[src/pkg/eem_consts.vh]
// constants shared by the endpoint event manager design files
// What this block does
// one bit per event, index equals number
// event bus assertion sets pending flag
// pending flags readable, write of ones clears
// repeat while pending sets repeat flag
// enable bit gates each event to reporting
// reported flags are pending and enable
// inject register ones act as events
// reported event raises management interrupt
// doorbell info low five bits event number
// doorbells cannot be disabled
// software keeps upper doorbell info reserved
// no port-write packets are generated
// events 0-3: phy, ltl, rx, tx
// 4-15 reserved, 16-31 user events
// logical ports drive their own event lines
// soft packet receive and transmit raise events
// maintenance requests become register cycles
// maintenance reads answered with register data
// arbitrate local and maintenance access, decode
// transmit finish with enable raises event
// interrupt held while any reported bit
// one doorbell per new reported bit, queued
// clearing pending also clears repeat flag
`ifndef EEM_CONSTS_VH
`define EEM_CONSTS_VH

// register byte offsets
`define EEM_OFS_PENDING   8'h00
`define EEM_OFS_REPEAT    8'h04
`define EEM_OFS_ENABLE    8'h08
`define EEM_OFS_REPORTED  8'h0c
`define EEM_OFS_INJECT    8'h10
`define EEM_OFS_SPTX_CTRL 8'h14
`define EEM_OFS_SPTX_STAT 8'h18
`define EEM_OFS_SPTX_DATA 8'h1c

// reset values
`define EEM_RST_ENABLE    32'h0000_0000
`define EEM_RST_INJECT    32'h0000_0000

// event numbers
`define EEM_EVT_PHY       0
`define EEM_EVT_LTL       1
`define EEM_EVT_SPRX      2
`define EEM_EVT_SPTX      3
`define EEM_EVT_USER_LO   16

// soft packet transmit control fields
`define EEM_TXC_CNT_MSB   15
`define EEM_TXC_EVT_EN    16
`define EEM_TX_WORD_OCT   16'h0004

// doorbell information field
`define EEM_DB_NUM_W      5
`define EEM_DB_INFO_HI    11'h000

`endif

[src/verilog/eem_event_slice.v]
// one event slice: pending, repeat and reported flag for a single event
`default_nettype none

module eem_event_slice (
  // clock and reset
  input  wire sys_clk,
  input  wire rst,
  // event and control
  input  wire evt,
  input  wire clr,
  input  wire en,
  // flags
  output reg  pending,
  output reg  repeated,
  output wire reported
);

  // set wins over a clear in the same cycle, so no event is lost
  always @(posedge sys_clk or posedge rst) begin
    if (rst) begin
      pending  <= 1'b0;
      repeated <= 1'b0;
    end else begin
      pending  <= evt | (pending & ~clr);
      if (evt && pending)
        repeated <= 1'b1;
      else if (clr)
        repeated <= 1'b0;
    end
  end

  assign reported = pending & en;

endmodule

`default_nettype wire

[src/verilog/eem_top.v]
// endpoint event manager: event unit, register arbiter, soft packet transmit counter
`include "eem_consts.vh"
`default_nettype none

module eem_top (
  // clock and reset
  input  wire        sys_clk,
  input  wire        rst,
  // local processor management port
  input  wire        lpm_req,
  input  wire        lpm_we,
  input  wire [7:0]  lpm_addr,
  input  wire [31:0] lpm_wdata,
  output reg         lpm_ack,
  output reg  [31:0] lpm_rdata,
  output reg         lpm_irq,
  // decoded maintenance requests
  input  wire        mnt_req,
  input  wire        mnt_we,
  input  wire [7:0]  mnt_addr,
  input  wire [31:0] mnt_wdata,
  input  wire [7:0]  mnt_tid,
  output reg         mnt_ack,
  // maintenance read responses
  output reg         mnt_rsp_valid,
  output reg  [7:0]  mnt_rsp_tid,
  output reg  [31:0] mnt_rsp_data,
  input  wire        mnt_rsp_ready,
  // event sources
  input  wire        phy_err_evt,
  input  wire        ltl_err_evt,
  input  wire        sp_rx_evt,
  input  wire [15:0] user_evt,
  // soft packet transmit words
  output reg         sp_tx_valid,
  output reg  [31:0] sp_tx_word,
  // doorbell to link
  output reg         db_valid,
  output reg  [15:0] db_info,
  input  wire        db_ready
);

  // soft packet transmit states
  localparam [1:0] TX_IDLE   = 2'b00;
  localparam [1:0] TX_ARMED  = 2'b01;
  localparam [1:0] TX_ACTIVE = 2'b10;

  // ------------------------------------------------------------------
  // arbitration between the two register masters
  // ------------------------------------------------------------------

  reg         last_mnt;
  wire        lpm_go;
  wire        mnt_go;
  wire        sel_mnt;
  wire        sel_lpm;
  wire        acc_go;
  wire        acc_we;
  wire [7:0]  acc_addr;
  wire [31:0] acc_wdata;

  // a master is not taken again while its ack is high: it drops req after
  // seeing the ack, so this avoids a double access
  assign lpm_go = lpm_req & ~lpm_ack;
  // a maintenance read waits until the previous response has left
  assign mnt_go = mnt_req & ~mnt_ack & ~mnt_rsp_valid;

  // alternate when both wait, so neither master can starve the other
  assign sel_mnt = mnt_go & (~lpm_go | ~last_mnt);
  assign sel_lpm = lpm_go & ~sel_mnt;

  assign acc_go    = sel_mnt | sel_lpm;
  assign acc_we    = sel_mnt ? mnt_we    : lpm_we;
  assign acc_addr  = sel_mnt ? mnt_addr  : lpm_addr;
  assign acc_wdata = sel_mnt ? mnt_wdata : lpm_wdata;

  // block level address decode
  wire wr_pending;
  wire wr_enable;
  wire wr_inject;
  wire wr_txc;
  wire wr_txd;

  assign wr_pending = acc_go & acc_we & (acc_addr == `EEM_OFS_PENDING);
  assign wr_enable  = acc_go & acc_we & (acc_addr == `EEM_OFS_ENABLE);
  assign wr_inject  = acc_go & acc_we & (acc_addr == `EEM_OFS_INJECT);
  assign wr_txc     = acc_go & acc_we & (acc_addr == `EEM_OFS_SPTX_CTRL);
  assign wr_txd     = acc_go & acc_we & (acc_addr == `EEM_OFS_SPTX_DATA);

  // ------------------------------------------------------------------
  // software registers
  // ------------------------------------------------------------------

  reg  [31:0] ev_enable;
  reg  [31:0] ev_inject;
  reg  [31:0] inject_pulse;

  always @(posedge sys_clk or posedge rst) begin
    if (rst) begin
      ev_enable    <= `EEM_RST_ENABLE;
      ev_inject    <= `EEM_RST_INJECT;
      inject_pulse <= 32'h0000_0000;
    end else begin
      if (wr_enable)
        ev_enable <= acc_wdata;
      if (wr_inject)
        ev_inject <= acc_wdata;
      // a write injects once; the stored value is only for readback
      inject_pulse <= wr_inject ? acc_wdata : 32'h0000_0000;
    end
  end

  // ------------------------------------------------------------------
  // soft packet transmit counter
  // ------------------------------------------------------------------

  reg  [1:0]  tx_state;
  reg  [15:0] tx_remain;
  reg         tx_evt_en;
  reg         sp_tx_evt;
  wire [15:0] tx_next_remain;

  // saturate so a short last word still ends the packet
  assign tx_next_remain = (tx_remain > `EEM_TX_WORD_OCT) ?
                          (tx_remain - `EEM_TX_WORD_OCT) : 16'h0000;

  always @(posedge sys_clk or posedge rst) begin
    if (rst) begin
      tx_state    <= TX_IDLE;
      tx_remain   <= 16'h0000;
      tx_evt_en   <= 1'b0;
      sp_tx_evt   <= 1'b0;
      sp_tx_valid <= 1'b0;
      sp_tx_word  <= 32'h0000_0000;
    end else begin
      sp_tx_evt   <= 1'b0;
      sp_tx_valid <= 1'b0;
      case (tx_state)
        TX_IDLE: begin
          if (wr_txc) begin
            tx_remain <= acc_wdata[`EEM_TXC_CNT_MSB:0];
            tx_evt_en <= acc_wdata[`EEM_TXC_EVT_EN];
            tx_state  <= TX_ARMED;
          end
        end
        TX_ARMED: begin
          if (wr_txd) begin
            sp_tx_valid <= 1'b1;
            sp_tx_word  <= acc_wdata;
            tx_remain   <= tx_next_remain;
            tx_state    <= TX_ACTIVE;
          end
        end
        TX_ACTIVE: begin
          if (tx_remain == 16'h0000) begin
            tx_state  <= TX_IDLE;
            sp_tx_evt <= tx_evt_en;
          end else if (wr_txd) begin
            sp_tx_valid <= 1'b1;
            sp_tx_word  <= acc_wdata;
            tx_remain   <= tx_next_remain;
          end
        end
        default: begin
          tx_state <= TX_IDLE;
        end
      endcase
    end
  end

  // ------------------------------------------------------------------
  // event slices
  // ------------------------------------------------------------------

  wire [31:0] evt_bus;
  wire [31:0] ev_clear;
  wire [31:0] ev_pending;
  wire [31:0] ev_repeat;
  wire [31:0] ev_reported;

  // reserved numbers see no source but can still be injected
  assign evt_bus = {user_evt, 12'h000, sp_tx_evt, sp_rx_evt,
                    ltl_err_evt, phy_err_evt} | inject_pulse;

  assign ev_clear = wr_pending ? acc_wdata : 32'h0000_0000;

  genvar g;
  generate
    for (g = 0; g < 32; g = g + 1) begin : slice
      eem_event_slice u_slice (
        .sys_clk  (sys_clk),
        .rst      (rst),
        .evt      (evt_bus[g]),
        .clr      (ev_clear[g]),
        .en       (ev_enable[g]),
        .pending  (ev_pending[g]),
        .repeated (ev_repeat[g]),
        .reported (ev_reported[g])
      );
    end
  endgenerate

  // ------------------------------------------------------------------
  // read mux and answers
  // ------------------------------------------------------------------

  reg [31:0] rd_mux;

  always @* begin
    case (acc_addr)
      `EEM_OFS_PENDING:   rd_mux = ev_pending;
      `EEM_OFS_REPEAT:    rd_mux = ev_repeat;
      `EEM_OFS_ENABLE:    rd_mux = ev_enable;
      `EEM_OFS_REPORTED:  rd_mux = ev_reported;
      `EEM_OFS_INJECT:    rd_mux = ev_inject;
      `EEM_OFS_SPTX_CTRL: rd_mux = {15'h0000, tx_evt_en, 16'h0000};
      `EEM_OFS_SPTX_STAT: rd_mux = {14'h0000, tx_state, tx_remain};
      default:            rd_mux = 32'h0000_0000;
    endcase
  end

  always @(posedge sys_clk or posedge rst) begin
    if (rst) begin
      last_mnt      <= 1'b0;
      lpm_ack       <= 1'b0;
      lpm_rdata     <= 32'h0000_0000;
      mnt_ack       <= 1'b0;
      mnt_rsp_valid <= 1'b0;
      mnt_rsp_tid   <= 8'h00;
      mnt_rsp_data  <= 32'h0000_0000;
    end else begin
      lpm_ack <= sel_lpm;
      mnt_ack <= sel_mnt;
      if (acc_go)
        last_mnt <= sel_mnt;
      if (sel_lpm)
        lpm_rdata <= acc_we ? 32'h0000_0000 : rd_mux;
      if (sel_mnt && !mnt_we) begin
        mnt_rsp_valid <= 1'b1;
        mnt_rsp_tid   <= mnt_tid;
        mnt_rsp_data  <= rd_mux;
      end else if (mnt_rsp_ready) begin
        mnt_rsp_valid <= 1'b0;
      end
    end
  end

  // ------------------------------------------------------------------
  // reporting: interrupt and doorbell
  // ------------------------------------------------------------------

  // port-write reporting is deliberately absent
  reg  [31:0] rep_q;
  reg  [31:0] db_pend;
  reg  [4:0]  db_num;
  reg  [4:0]  db_pick;
  reg  [31:0] db_done;
  integer     i;

  always @* begin
    db_pick = 5'h00;
    for (i = 31; i >= 0; i = i - 1) begin
      if (db_pend[i])
        db_pick = i[4:0];
    end
  end

  always @* begin
    db_done = 32'h0000_0000;
    if (db_valid && db_ready)
      db_done[db_num] = 1'b1;
  end

  // doorbells have no off switch by design
  always @(posedge sys_clk or posedge rst) begin
    if (rst) begin
      rep_q    <= 32'h0000_0000;
      db_pend  <= 32'h0000_0000;
      db_num   <= 5'h00;
      db_valid <= 1'b0;
      db_info  <= 16'h0000;
      lpm_irq  <= 1'b0;
    end else begin
      lpm_irq <= |ev_reported;
      rep_q   <= ev_reported;
      // a bit rising again while its doorbell leaves is kept queued
      db_pend <= (db_pend & ~db_done) | (ev_reported & ~rep_q);
      if (db_valid) begin
        if (db_ready)
          db_valid <= 1'b0;
      end else if (|db_pend) begin
        db_valid <= 1'b1;
        db_num   <= db_pick;
        db_info  <= {`EEM_DB_INFO_HI, db_pick};
      end
    end
  end

endmodule

`default_nettype wire

[config.mk]
export PLATFORM = sky130hd
export DESIGN_NAME = eem_top
export DESIGN_NICKNAME = d
export VERILOG_FILES = /design/src/verilog/eem_event_slice.v /design/src/verilog/eem_top.v
export VERILOG_INCLUDE_DIRS = /design/src /design/src/pkg
export SDC_FILE = /design/constraint.sdc
export NUM_CORES = 1
export LEC_CHECK = 0
export ABC_CLOCK_PERIOD_IN_PS = 19800
export BUFFER_PORTS_ARGS = -buffer_cell sky130_fd_sc_hd__clkbuf_2
export CAP_MARGIN = 0
export CORE_ASPECT_RATIO = 0.7
export CORE_MARGIN = 5
export CORE_UTILIZATION = 40
export CTS_BUF_LIST = sky130_fd_sc_hd__clkbuf_4 sky130_fd_sc_hd__clkbuf_8
export DETAILED_ROUTE_END_ITERATION = 8
export SYNTH_ARGS = -nofsm -noshare
export SYNTH_HDL_FRONTEND = slang
export SYNTH_SLANG_ARGS = --single-unit
[constraint.sdc]
create_clock -name sys_clk -period 19.8 [get_ports sys_clk]
set_input_delay 0.99 -clock sys_clk [delete_from_list [all_inputs] [get_ports sys_clk]]
set_output_delay 0.99 -clock sys_clk [all_outputs]
set_load 0.01 [all_outputs]
==> metrics.md, run 1 <==
| Metric | Value |
|---|---|
| Power, Total | 2.05 mW |
| Type of the worst min-delay path | register to register |
| WP data required | 20280 ps |
| DIE HEIGHT | 177 µm |
| Flop2flop setup slack | 16380 ps |
| Nets | 1817 |
| PwrDens | 110 nW/µm² |
| Placer Congestion | 0.904 |
| Clk Latency, worst-skew pair | 600 ps |
| Status | finished, final reports clean |
| Worst Path Arrival | 3970 ps |
| CTS Buffer Depth | 3 |
| Multi-input gate area | 6280 µm² |
| DR top layer | met5 |
| # Max-Cap Violations | 0 |
| Final Max Tran Viols | 0 |
| Ys async rst share | 100% |
| Vias in the first global route | 12100 |
| Reg-to-Reg End | slice[31].u_slice.pending |
| Post-synthesis mux area share | 5.35% |
| Share of cells above drive strength 1 | 24.5% |
| Setup bufs post-CTS | 0 |
| YS warnings | 0 |
| Routed wl met2 | 19300 µm |
| Cts hold-fix bufs | 0 |
| Core area | 39500 µm² |
| Post-synth EDFFs | 0 |
| Routed Antenna Nets | 0 |
| Root buf cell | clkbuf_8 |
| Seq cells post-synth | 360 |
| Iteration-0 DRC count of the detailed router | 1305 |
| Least-Margin Pin Slew | 1170 ps |
| Initial Util | 40.2% |
| R2R Path Start | mnt_rsp_valid |
| Synth Area in Compound Gates | 21.3% |
| Post-cts resize count | 0 |
| Fillers | 3726 |
| Max Clock Skew | 20.9 ps |
| Post-synthesis xor/xnor area fraction | 0% |
| Slew headroom | 22.0% |
| Routed len/inst | 21.2 µm |
| CTS clk-pin slew, worst paths | 70 ps |
| Cell area after synthesis | 15900 µm² |
| Layout area overhead | 17.4% |
| Top_reg_cell synth | dfrtp_1 |
| TritonCTS clock tree | yes |
| Distinct cells, synth | 76 |
| First-pass GRT wire length | 73600 µm |
| H-tree depth | 2 |
| Synth Area in Simple Gates | 12.0% |
| Total gr overflow | 0 |
| Avg Cell Area, Syn | 10.8 µm² |
| Die Wd | 248 µm |
| Critical Path Sink | slice[31].u_slice.pending |
| Cells after Synth | 1464 |
| Crit path kind | input port to register |
| GRT Total Usage | 21.6% |
| IO Count | 241 |
| Main combinational cell family by area after synthesis | compound AO/OA/AOI/OAI gates |
| Pre-antenna DRT Iters | 6 |
| Storage cell area | 9010 µm² |
| Fmax | 287 MHz |
| Die area | 43900 µm² |
| Via count | 12600 |
| Crit path launch | mnt_addr[0] |
| VDD IR max | 0.0460 mV |
| Final WS setup | 16310 ps |
| Critical path capture point type | register |
| Maximum fanout along the worst path | 32 |
| Port-buffer cells | 229 |
| Leak pwr | 9.18 nW |
| # clock sinks | 360 |
| Tmin final | 3490 ps |
| Synth Area in Adders | 0.551% |
| Final core occ | 47.3% |
| Fin Setup TNS | 0 ps |
| Sequential area share after synthesis | 56.7% |
| Worst setup SP type | input port |
| Final hold vios | 0 |
| Routed WL | 48200 µm |
| Fin crit share | 17.6% |
| Site Rows | 61 |
| WL met1 | 23600 µm |
| WL met3 | 4380 µm |
| Largest net degree at the start of global routing | 182 |
| Vias per std cell | 5.54 |
| Setup Slack @ Placement | 15710 ps |
| Initial antenna violation count | 2 |
| Post-DP HPWL | 34500 µm |
| Final setup fails | 0 |
| RSZ-0062 raised after global routing | false |
| DRC Markers | 0 |
| CTS buffer count | 57 |
| FF-to-FF path depth | 6 |
==> final cells by class <==
class,count,share of cell area [%]
Sequential cell,360,48.3
Timing Repair Buffer,240,6.66
Multi-Input combinational cell,973,33.7
Antenna cell,1,0.0134
Clock inverter,11,0.718
Clock buffer,87,5.72
Inverter,63,1.31
Tap cell,535,3.59
==> flip-flops by register name, indices dropped and copies added (netlist names), 5 cells and up <==
register	cells
slice.u_slice.pending	32
inject_pulse	32
ev_enable	32
rep_q	32
mnt_rsp_tid	8
db_pend	32
lpm_rdata	32
db_num	5
slice.u_slice.repeated	32
sp_tx_word	32
ev_inject	32
tx_remain	16
mnt_rsp_data	32
==> worst max-delay path: stages <==
cell      delay, ps
clkbuf_2         80
nor3_1          450
nand4_1         420
nand2_2         620
and2_2          870
nand2b_1        180
a211o_1         340
==> per-stage QoR <==
stage                     cells  area [µm²]  hold slack (ps)
final                      2270       18600              428
after global routing       2269       18600              442
after CTS                  2269       18600              426
after detailed placement   2171       17400              419
after global placement     2171       17400              419
after floorplan            1474       15900              411
==> synth_stat cells, drive strengths merged (16+ instances only) <==
master	number	area, µm²
buf	46	289
dfrtp	360	9010
nor2	104	390
a22o	48	420
a21o	47	353
nor3	18	95.1
mux2i	42	433
o21ai	149	757
a21boi	23	173
nand3	32	165
a21oi	64	332
nand4	17	113
mux2	37	417
a21bo	17	170
o211ai	30	253
a211o	19	166
and3	16	100
nand2	122	475
inv	63	236
nand2b	32	200
clkbuf	32	120
==> worst min-delay path by stage <==
stage                    from           to  slack, ps  cells past startpoint
finish               rep_q[7]   db_pend[7]        430                      1
global route        rep_q[27]  db_pend[27]        440                      1
CTS                 rep_q[27]  db_pend[27]        430                      1
detailed placement  rep_q[14]  db_pend[14]        420                      1
global placement     rep_q[8]   db_pend[8]        420                      1
floorplan           rep_q[30]  db_pend[30]        410                      1
==> cell families (layout without fill, tap and decap cells) <==
logic type | Yosys count | count (layout)
buffers and inverters | 141 | 401
muxes | 79 | 79
DFF | 360 | 360
AOI/OAI and AO/OA | 487 | 487
and+or+nand+nor | 389 | 389
adders and majority gates | 7 | 7
other | 1 | 12
==> layer usage <==
layer | GRT usage, % | vias up
met5 | 0 | -
met4 | 4.94 | 2
met3 | 5.93 | 72
met2 | 28.7 | 490
met1 | 34.7 | 6245
li1 | - | 5775
==> where the power goes <==
| part | switching [mW] | internal, mW | leakage [nW] |
|---|---|---|---|
| clock network | 0.290 | 0.380 | 0.645 |
| registers | 0.106 | 0.832 | 4.60 |
| logic | 0.280 | 0.165 | 3.94 |
==> placed cells by master (no fill, tap or decap), drive strengths merged, types with 18 or more instances in the layout <==
cell,netlist,layout
dfrtp,360,360
a22o,48,48
nor3,18,18
inv,63,64
nor2,104,104
clkbuf,32,316
o211ai,30,30
nand3,32,32
nand2,122,122
a21oi,64,64
mux2,37,37
a21boi,23,23
o21ai,149,149
a21o,47,47
nand2b,32,32
a211o,19,19
mux2i,42,42
No activity file was read; power rests on OpenSTA's default activity.
==> run 2: changes to the inputs <==
Settings changed: ABC_CLOCK_PERIOD_IN_PS 19800 to 3200.
Clock period 19.8 ns to 3.2 ns, I/O delays scaled along.
==> metrics.md, run 2 (synthesis gave the netlist of run 1 again) <==
| Metric | Value |
|---|---|
| CTS clk-pin slew, worst paths | 70 ps |
| Status | finished, final reports clean |
| Crit path cell chain | nand3b_1, nand2_4, buf_4, nand2_1, nand2_1, dlygate4sd3_1, nand2_1, a211o_1, dlygate4sd3_1 |
| Slew headroom | 24.6% |
| Initial antenna violation count | 2 |
| Pre-antenna DRT Iters | 5 |
| Power, Total | 13.1 mW |
| Min-delay src | mnt_wdata[22] |
| Worst Path Arrival | 3500 ps |
| DRC Markers | 0 |
| Buf/Inv on CP | 3 |
| Worst setup SP type | register |
| Fin crit share | 94.1% |
| Root buf cell | clkbuf_8 |
| Via count | 13100 |
| Non-filler cells, final | 2399 |
| Fin Setup TNS | 0 ps |
| Final WS setup | 190 ps |
| Leak pwr | 9.79 nW |
| DIE HEIGHT | 177 µm |
| Commonest cells after routing, fill and taps aside | dfrtp_1, clkbuf_2, o21ai_0, nand2_1, nor2_1 |
| Hold path cells | 3 |
| WL met3 | 4540 µm |
| Total gr overflow | 0 |
| Post-DP Area | 17800 µm² |
| Most common cell after layout, fill and taps aside | dfrtp_1 |
| Port-buffer cells | 229 |
| Vias in the first global route | 12800 |
| CP top delay family | buffers and inverters |
| Tmin final | 3010 ps |
| Final setup fails | 0 |
| First-pass GRT wire length | 77400 µm |
| Core area | 39500 µm² |
| Flop2flop setup slack | 190 ps |
| Routed len/inst | 20.8 µm |
| Nets | 1942 |
| Die area | 43900 µm² |
| Hold endpoint | sp_tx_word[22] |
| R2R Path Start | lpm_ack |
| Share of cells above drive strength 1 | 24.9% |
| Maximum fanout along the worst path | 7 |
| VDD IR max | 0.290 mV |
| Largest net degree at the start of global routing | 165 |
| Layout area overhead | 25.7% |
| Iteration-0 DRC count of the detailed router | 1095 |
| DR top layer | met4 |
| Type of the worst min-delay path | input port to register |
| Post-DP HPWL | 35400 µm |
| # Max-Cap Violations | 0 |
| Final Hold Slack | 18.7 ps |
| Max Clock Skew | 25.4 ps |
| Worst stage delay on the critical path | 570 ps |
| PwrDens | 654 nW/µm² |
| Critical path capture point type | register |
| Final core occ | 50.6% |
| WL met1 | 24300 µm |
| # clock sinks | 360 |
| Setup Slack @ Placement | 358 ps |
| IO Count | 241 |
| Initial Util | 40.2% |
| TritonCTS clock tree | yes |
| CTS buffer count | 57 |
| Fmax | 332 MHz |
| Most used cell, CP | nand2_1 |
| Site Rows | 61 |
| Vias per std cell | 5.48 |
| Final Max Tran Viols | 0 |
| Placer Congestion | 0.937 |
| WP data required | 3690 ps |
| Routed wl met2 | 20600 µm |
| Least-Margin Pin Slew | 1130 ps |
| Crit path kind | register to register |
| Clk Latency, worst-skew pair | 610 ps |
| RSZ-0062 raised after global routing | false |
| Final Cell Area | 20000 µm² |
| H-tree depth | 2 |
| Critical path's slowest cell | dlygate4sd3_1 |
| Routed Antenna Nets | 0 |
| Final hold vios | 0 |
| GRT Total Usage | 22.7% |
| Routed WL | 50000 µm |
| Total placed cells including tap cells | 2206 |
| Reg-to-Reg End | slice[2].u_slice.pending |
| Die Wd | 248 µm |
| FF-to-FF path depth | 9 |
| CTS Buffer Depth | 3 |
-- run 2: changes by cell type in the layout (fill, tap and decap cells not counted) --
cell	before	now
inv_6	1	0
clkinvlp_4	0	2
clkbuf_4	21	17
dlygate4sd3_1	0	88
inv_8	1	0
clkbuf_8	66	71
clkinv_2	7	11
and2_2	1	0
buf_4	10	36
and2_1	2	3
buf_12	1	12
bufinv_16	3	2
-- run 2: layout make-up --
type | instances | area, µm²
inverters | 63 | 240
clock inverters | 14 | 123
clock buffers | 88 | 1100
diodes | 1 | 2.50
multi-input cells | 973 | 6280
flip-flops and latches | 360 | 9010
fillers | 3644 | 19500
repair buffers | 365 | 2540
well taps | 535 | 669
-- run 2: worst max path at each step --
| stage | start | endpoint | slack (ps) | depth (start not counted) |
|---|---|---|---|---|
| finish | lpm_ack | slice[2].u_slice.pending | 190 | 9 |
| global route | lpm_ack | slice[2].u_slice.pending | 50 | 9 |
| CTS | mnt_rsp_valid | slice[2].u_slice.pending | 180 | 9 |
| detailed placement | mnt_rsp_valid | sp_tx_word[16] | 360 | 5 |
| global placement | mnt_rsp_valid | mnt_rsp_data[16] | 460 | 6 |
| floorplan | rst | db_num[0] | -1790 | 1 |
-- run 2: repair_timing --
| action | in CTS | in global routing |
|---|---|---|
| gates resized for setup | 0 | 0 |
| hold buffers | 88 | 0 |
| hold endpoints to repair | 184 | 0 |
| endpoints found under the setup margin | 0 | 2 |
| buffers inserted | 0 | 2 |
-- run 2: metal layers --
layer	vias up	global-route usage [%]
met5	-	0
met4	0	4.23
met3	53	5.96
met2	506	31.2
met1	6550	36.1
li1	6037	-
-- run 2: power by group --
group,total (mW),internal [mW],switching [mW]
Clock,4.19,2.35,1.84
Combinational,3.06,1.26,1.80
Sequential,5.80,5.15,0.657
-- run 2: worst min-delay path, stage by stage --
cell and delay (ps):
clkbuf_2 70, mux2i_1 140, a21oi_1 180
==> run 3: changes to the inputs <==
Settings changed: CORE_ASPECT_RATIO 0.7 to 1.1.
==> metrics.md, run 3 (synthesis gave the netlist of run 1 again) <==
| Metric | Value |
|---|---|
| Status | finished, final reports clean |
| # clock sinks | 360 |
| Largest net degree at the start of global routing | 105 |
| Share of cells above drive strength 1 | 24.8% |
| Core area | 39200 µm² |
| CTS clk-pin slew, worst paths | 60 ps |
| Post-DP Area | 17700 µm² |
| Type of the worst min-delay path | input port to register |
| DR top layer | met4 |
| VDD IR max | 0.381 mV |
| Routed wl met2 | 22700 µm |
| Max Clock Skew | 23.9 ps |
| Flop2flop setup slack | 160 ps |
| Routed len/inst | 20.7 µm |
| Final setup fails | 0 |
| Commonest cells after routing, fill and taps aside | dfrtp_1, clkbuf_2, o21ai_0, nand2_1, nor2_1 |
| Worst Path Arrival | 3540 ps |
| PwrDens | 668 nW/µm² |
| GRT Total Usage | 22.1% |
| Iteration-0 DRC count of the detailed router | 1216 |
| Leak pwr | 9.79 nW |
| Initial Util | 40.5% |
| Layout area overhead | 25.6% |
| IO Count | 241 |
| Maximum fanout along the worst path | 17 |
| Pre-antenna DRT Iters | 6 |
| Site Rows | 76 |
| Post-DP HPWL | 34400 µm |
| Power, Total | 13.3 mW |
| Initial antenna violation count | 1 |
| DIE HEIGHT | 219 µm |
| H-tree depth | 2 |
| CTS buffer count | 59 |
| Slew headroom | 23.7% |
| Non-filler cells, final | 2367 |
| Fillers | 3577 |
| Final WS setup | 163 ps |
| Final core occ | 50.9% |
| RSZ-0062 raised after global routing | false |
| Port-buffer cells | 229 |
| Fmax | 329 MHz |
| Final hold vios | 0 |
| CTS Buffer Depth | 3 |
| Final Cell Area | 19900 µm² |
| Via count | 13100 |
| Root buf cell | clkbuf_8 |
| Total gr overflow | 0 |
| DRC Markers | 0 |
| Nets | 1932 |
| Die Wd | 200 µm |
| # Max-Cap Violations | 0 |
| TritonCTS clock tree | yes |
| Worst setup SP type | register |
| Setup Slack @ Placement | 311 ps |
| Setup bufs post-CTS | 0 |
| Critical path capture point type | register |
| First-pass GRT wire length | 76300 µm |
| Tmin final | 3040 ps |
| Vias in the first global route | 13000 |
| Least-Margin Pin Slew | 1140 ps |
| Crit path kind | register to register |
| WL met3 | 2960 µm |
| Fin crit share | 94.9% |
| Placer Congestion | 0.900 |
| Final Max Tran Viols | 0 |
| Most common cell after layout, fill and taps aside | dfrtp_1 |
| Routed WL | 49000 µm |
| Clk Latency, worst-skew pair | 630 ps |
| Total placed cells including tap cells | 2168 |
| Routed Antenna Nets | 0 |
| Vias per std cell | 5.54 |
| WL met1 | 22200 µm |
| Die area | 43800 µm² |
| WP data required | 3700 ps |
[run 3: cell types whose count changed in the layout (fill, tap and decap cells not counted), sizes merged]
cell / previous run / this run
bufinv: 2 / 5
inv: 62 / 63
clkbuf: 317 / 319
buf: 48 / 36
diode: 1 / 2
clkinv: 11 / 12
[run 3: final cells by class]
| class | count | area (µm²) | share of cell area (%) |
|---|---|---|---|
| repair buffers | 353 | 2400 | 12.0 |
| clock inverters | 19 | 226 | 1.14 |
| inverters | 63 | 243 | 1.22 |
| flip-flops and latches | 360 | 9010 | 45.2 |
| diodes | 2 | 5.00 | 0.0251 |
| well taps | 507 | 634 | 3.18 |
| multi-input cells | 973 | 6280 | 31.5 |
| clock buffers | 90 | 1140 | 5.74 |
[run 3: final timing paths]
path / start / endpoint / depth (start not counted)
worst max-delay path: mnt_rsp_valid / ev_inject[28] / 8
min in group asynchronous: rst / lpm_rdata[6] / 3
worst max register to register: mnt_rsp_valid / ev_inject[28] / 8
max in group asynchronous: rst / lpm_rdata[22] / 4
worst min-delay path: mnt_wdata[22] / sp_tx_word[22] / 3
worst min register to register: rep_q[19] / db_pend[19] / 1
[run 3: what timing repair did]
| action | 4_1_cts | 5_1_grt |
|---|---|---|
| resized for setup | 0 | 3 |
| hold endpoints to repair | 137 | 0 |
| setup endpoints to repair | 0 | 5 |
| hold buffers | 88 | 0 |
[run 3: layer usage]
metal / global-route usage [%] / up-vias
met1: 32.0 / 6567
met4: 6.39 / 0
met3: 3.33 / 82
li1: - / 6013
met2: 34.8 / 442
met5: 0 / -
[run 3: metrics by stage]
| stage | hold WS, ps | setup TNS (ps) |
|---|---|---|
| 5_1_grt | 24.8 | 0 |
| 4_1_cts | 1.44 | 0 |
| 6_report | 36.8 | 0 |
| 2_1_floorplan | 249 | -643060 |
| 3_3_place_gp | 275 | 0 |
| 3_5_place_dp | 283 | 0 |
[run 3: critical path: stages (launching register included)]
cell and delay [ps]:
dfrtp_1 440, nor3b_4 400, nand2_4 220, inv_4 240, buf_12 210, mux2i_1 410, dlygate4sd3_1 720, nor2_1 80
a21o_1 180
[run 3: where the power goes]
part,switching [mW],internal (mW)
sequential,0.627,5.15
combinational,1.76,1.21
clock,1.90,2.69
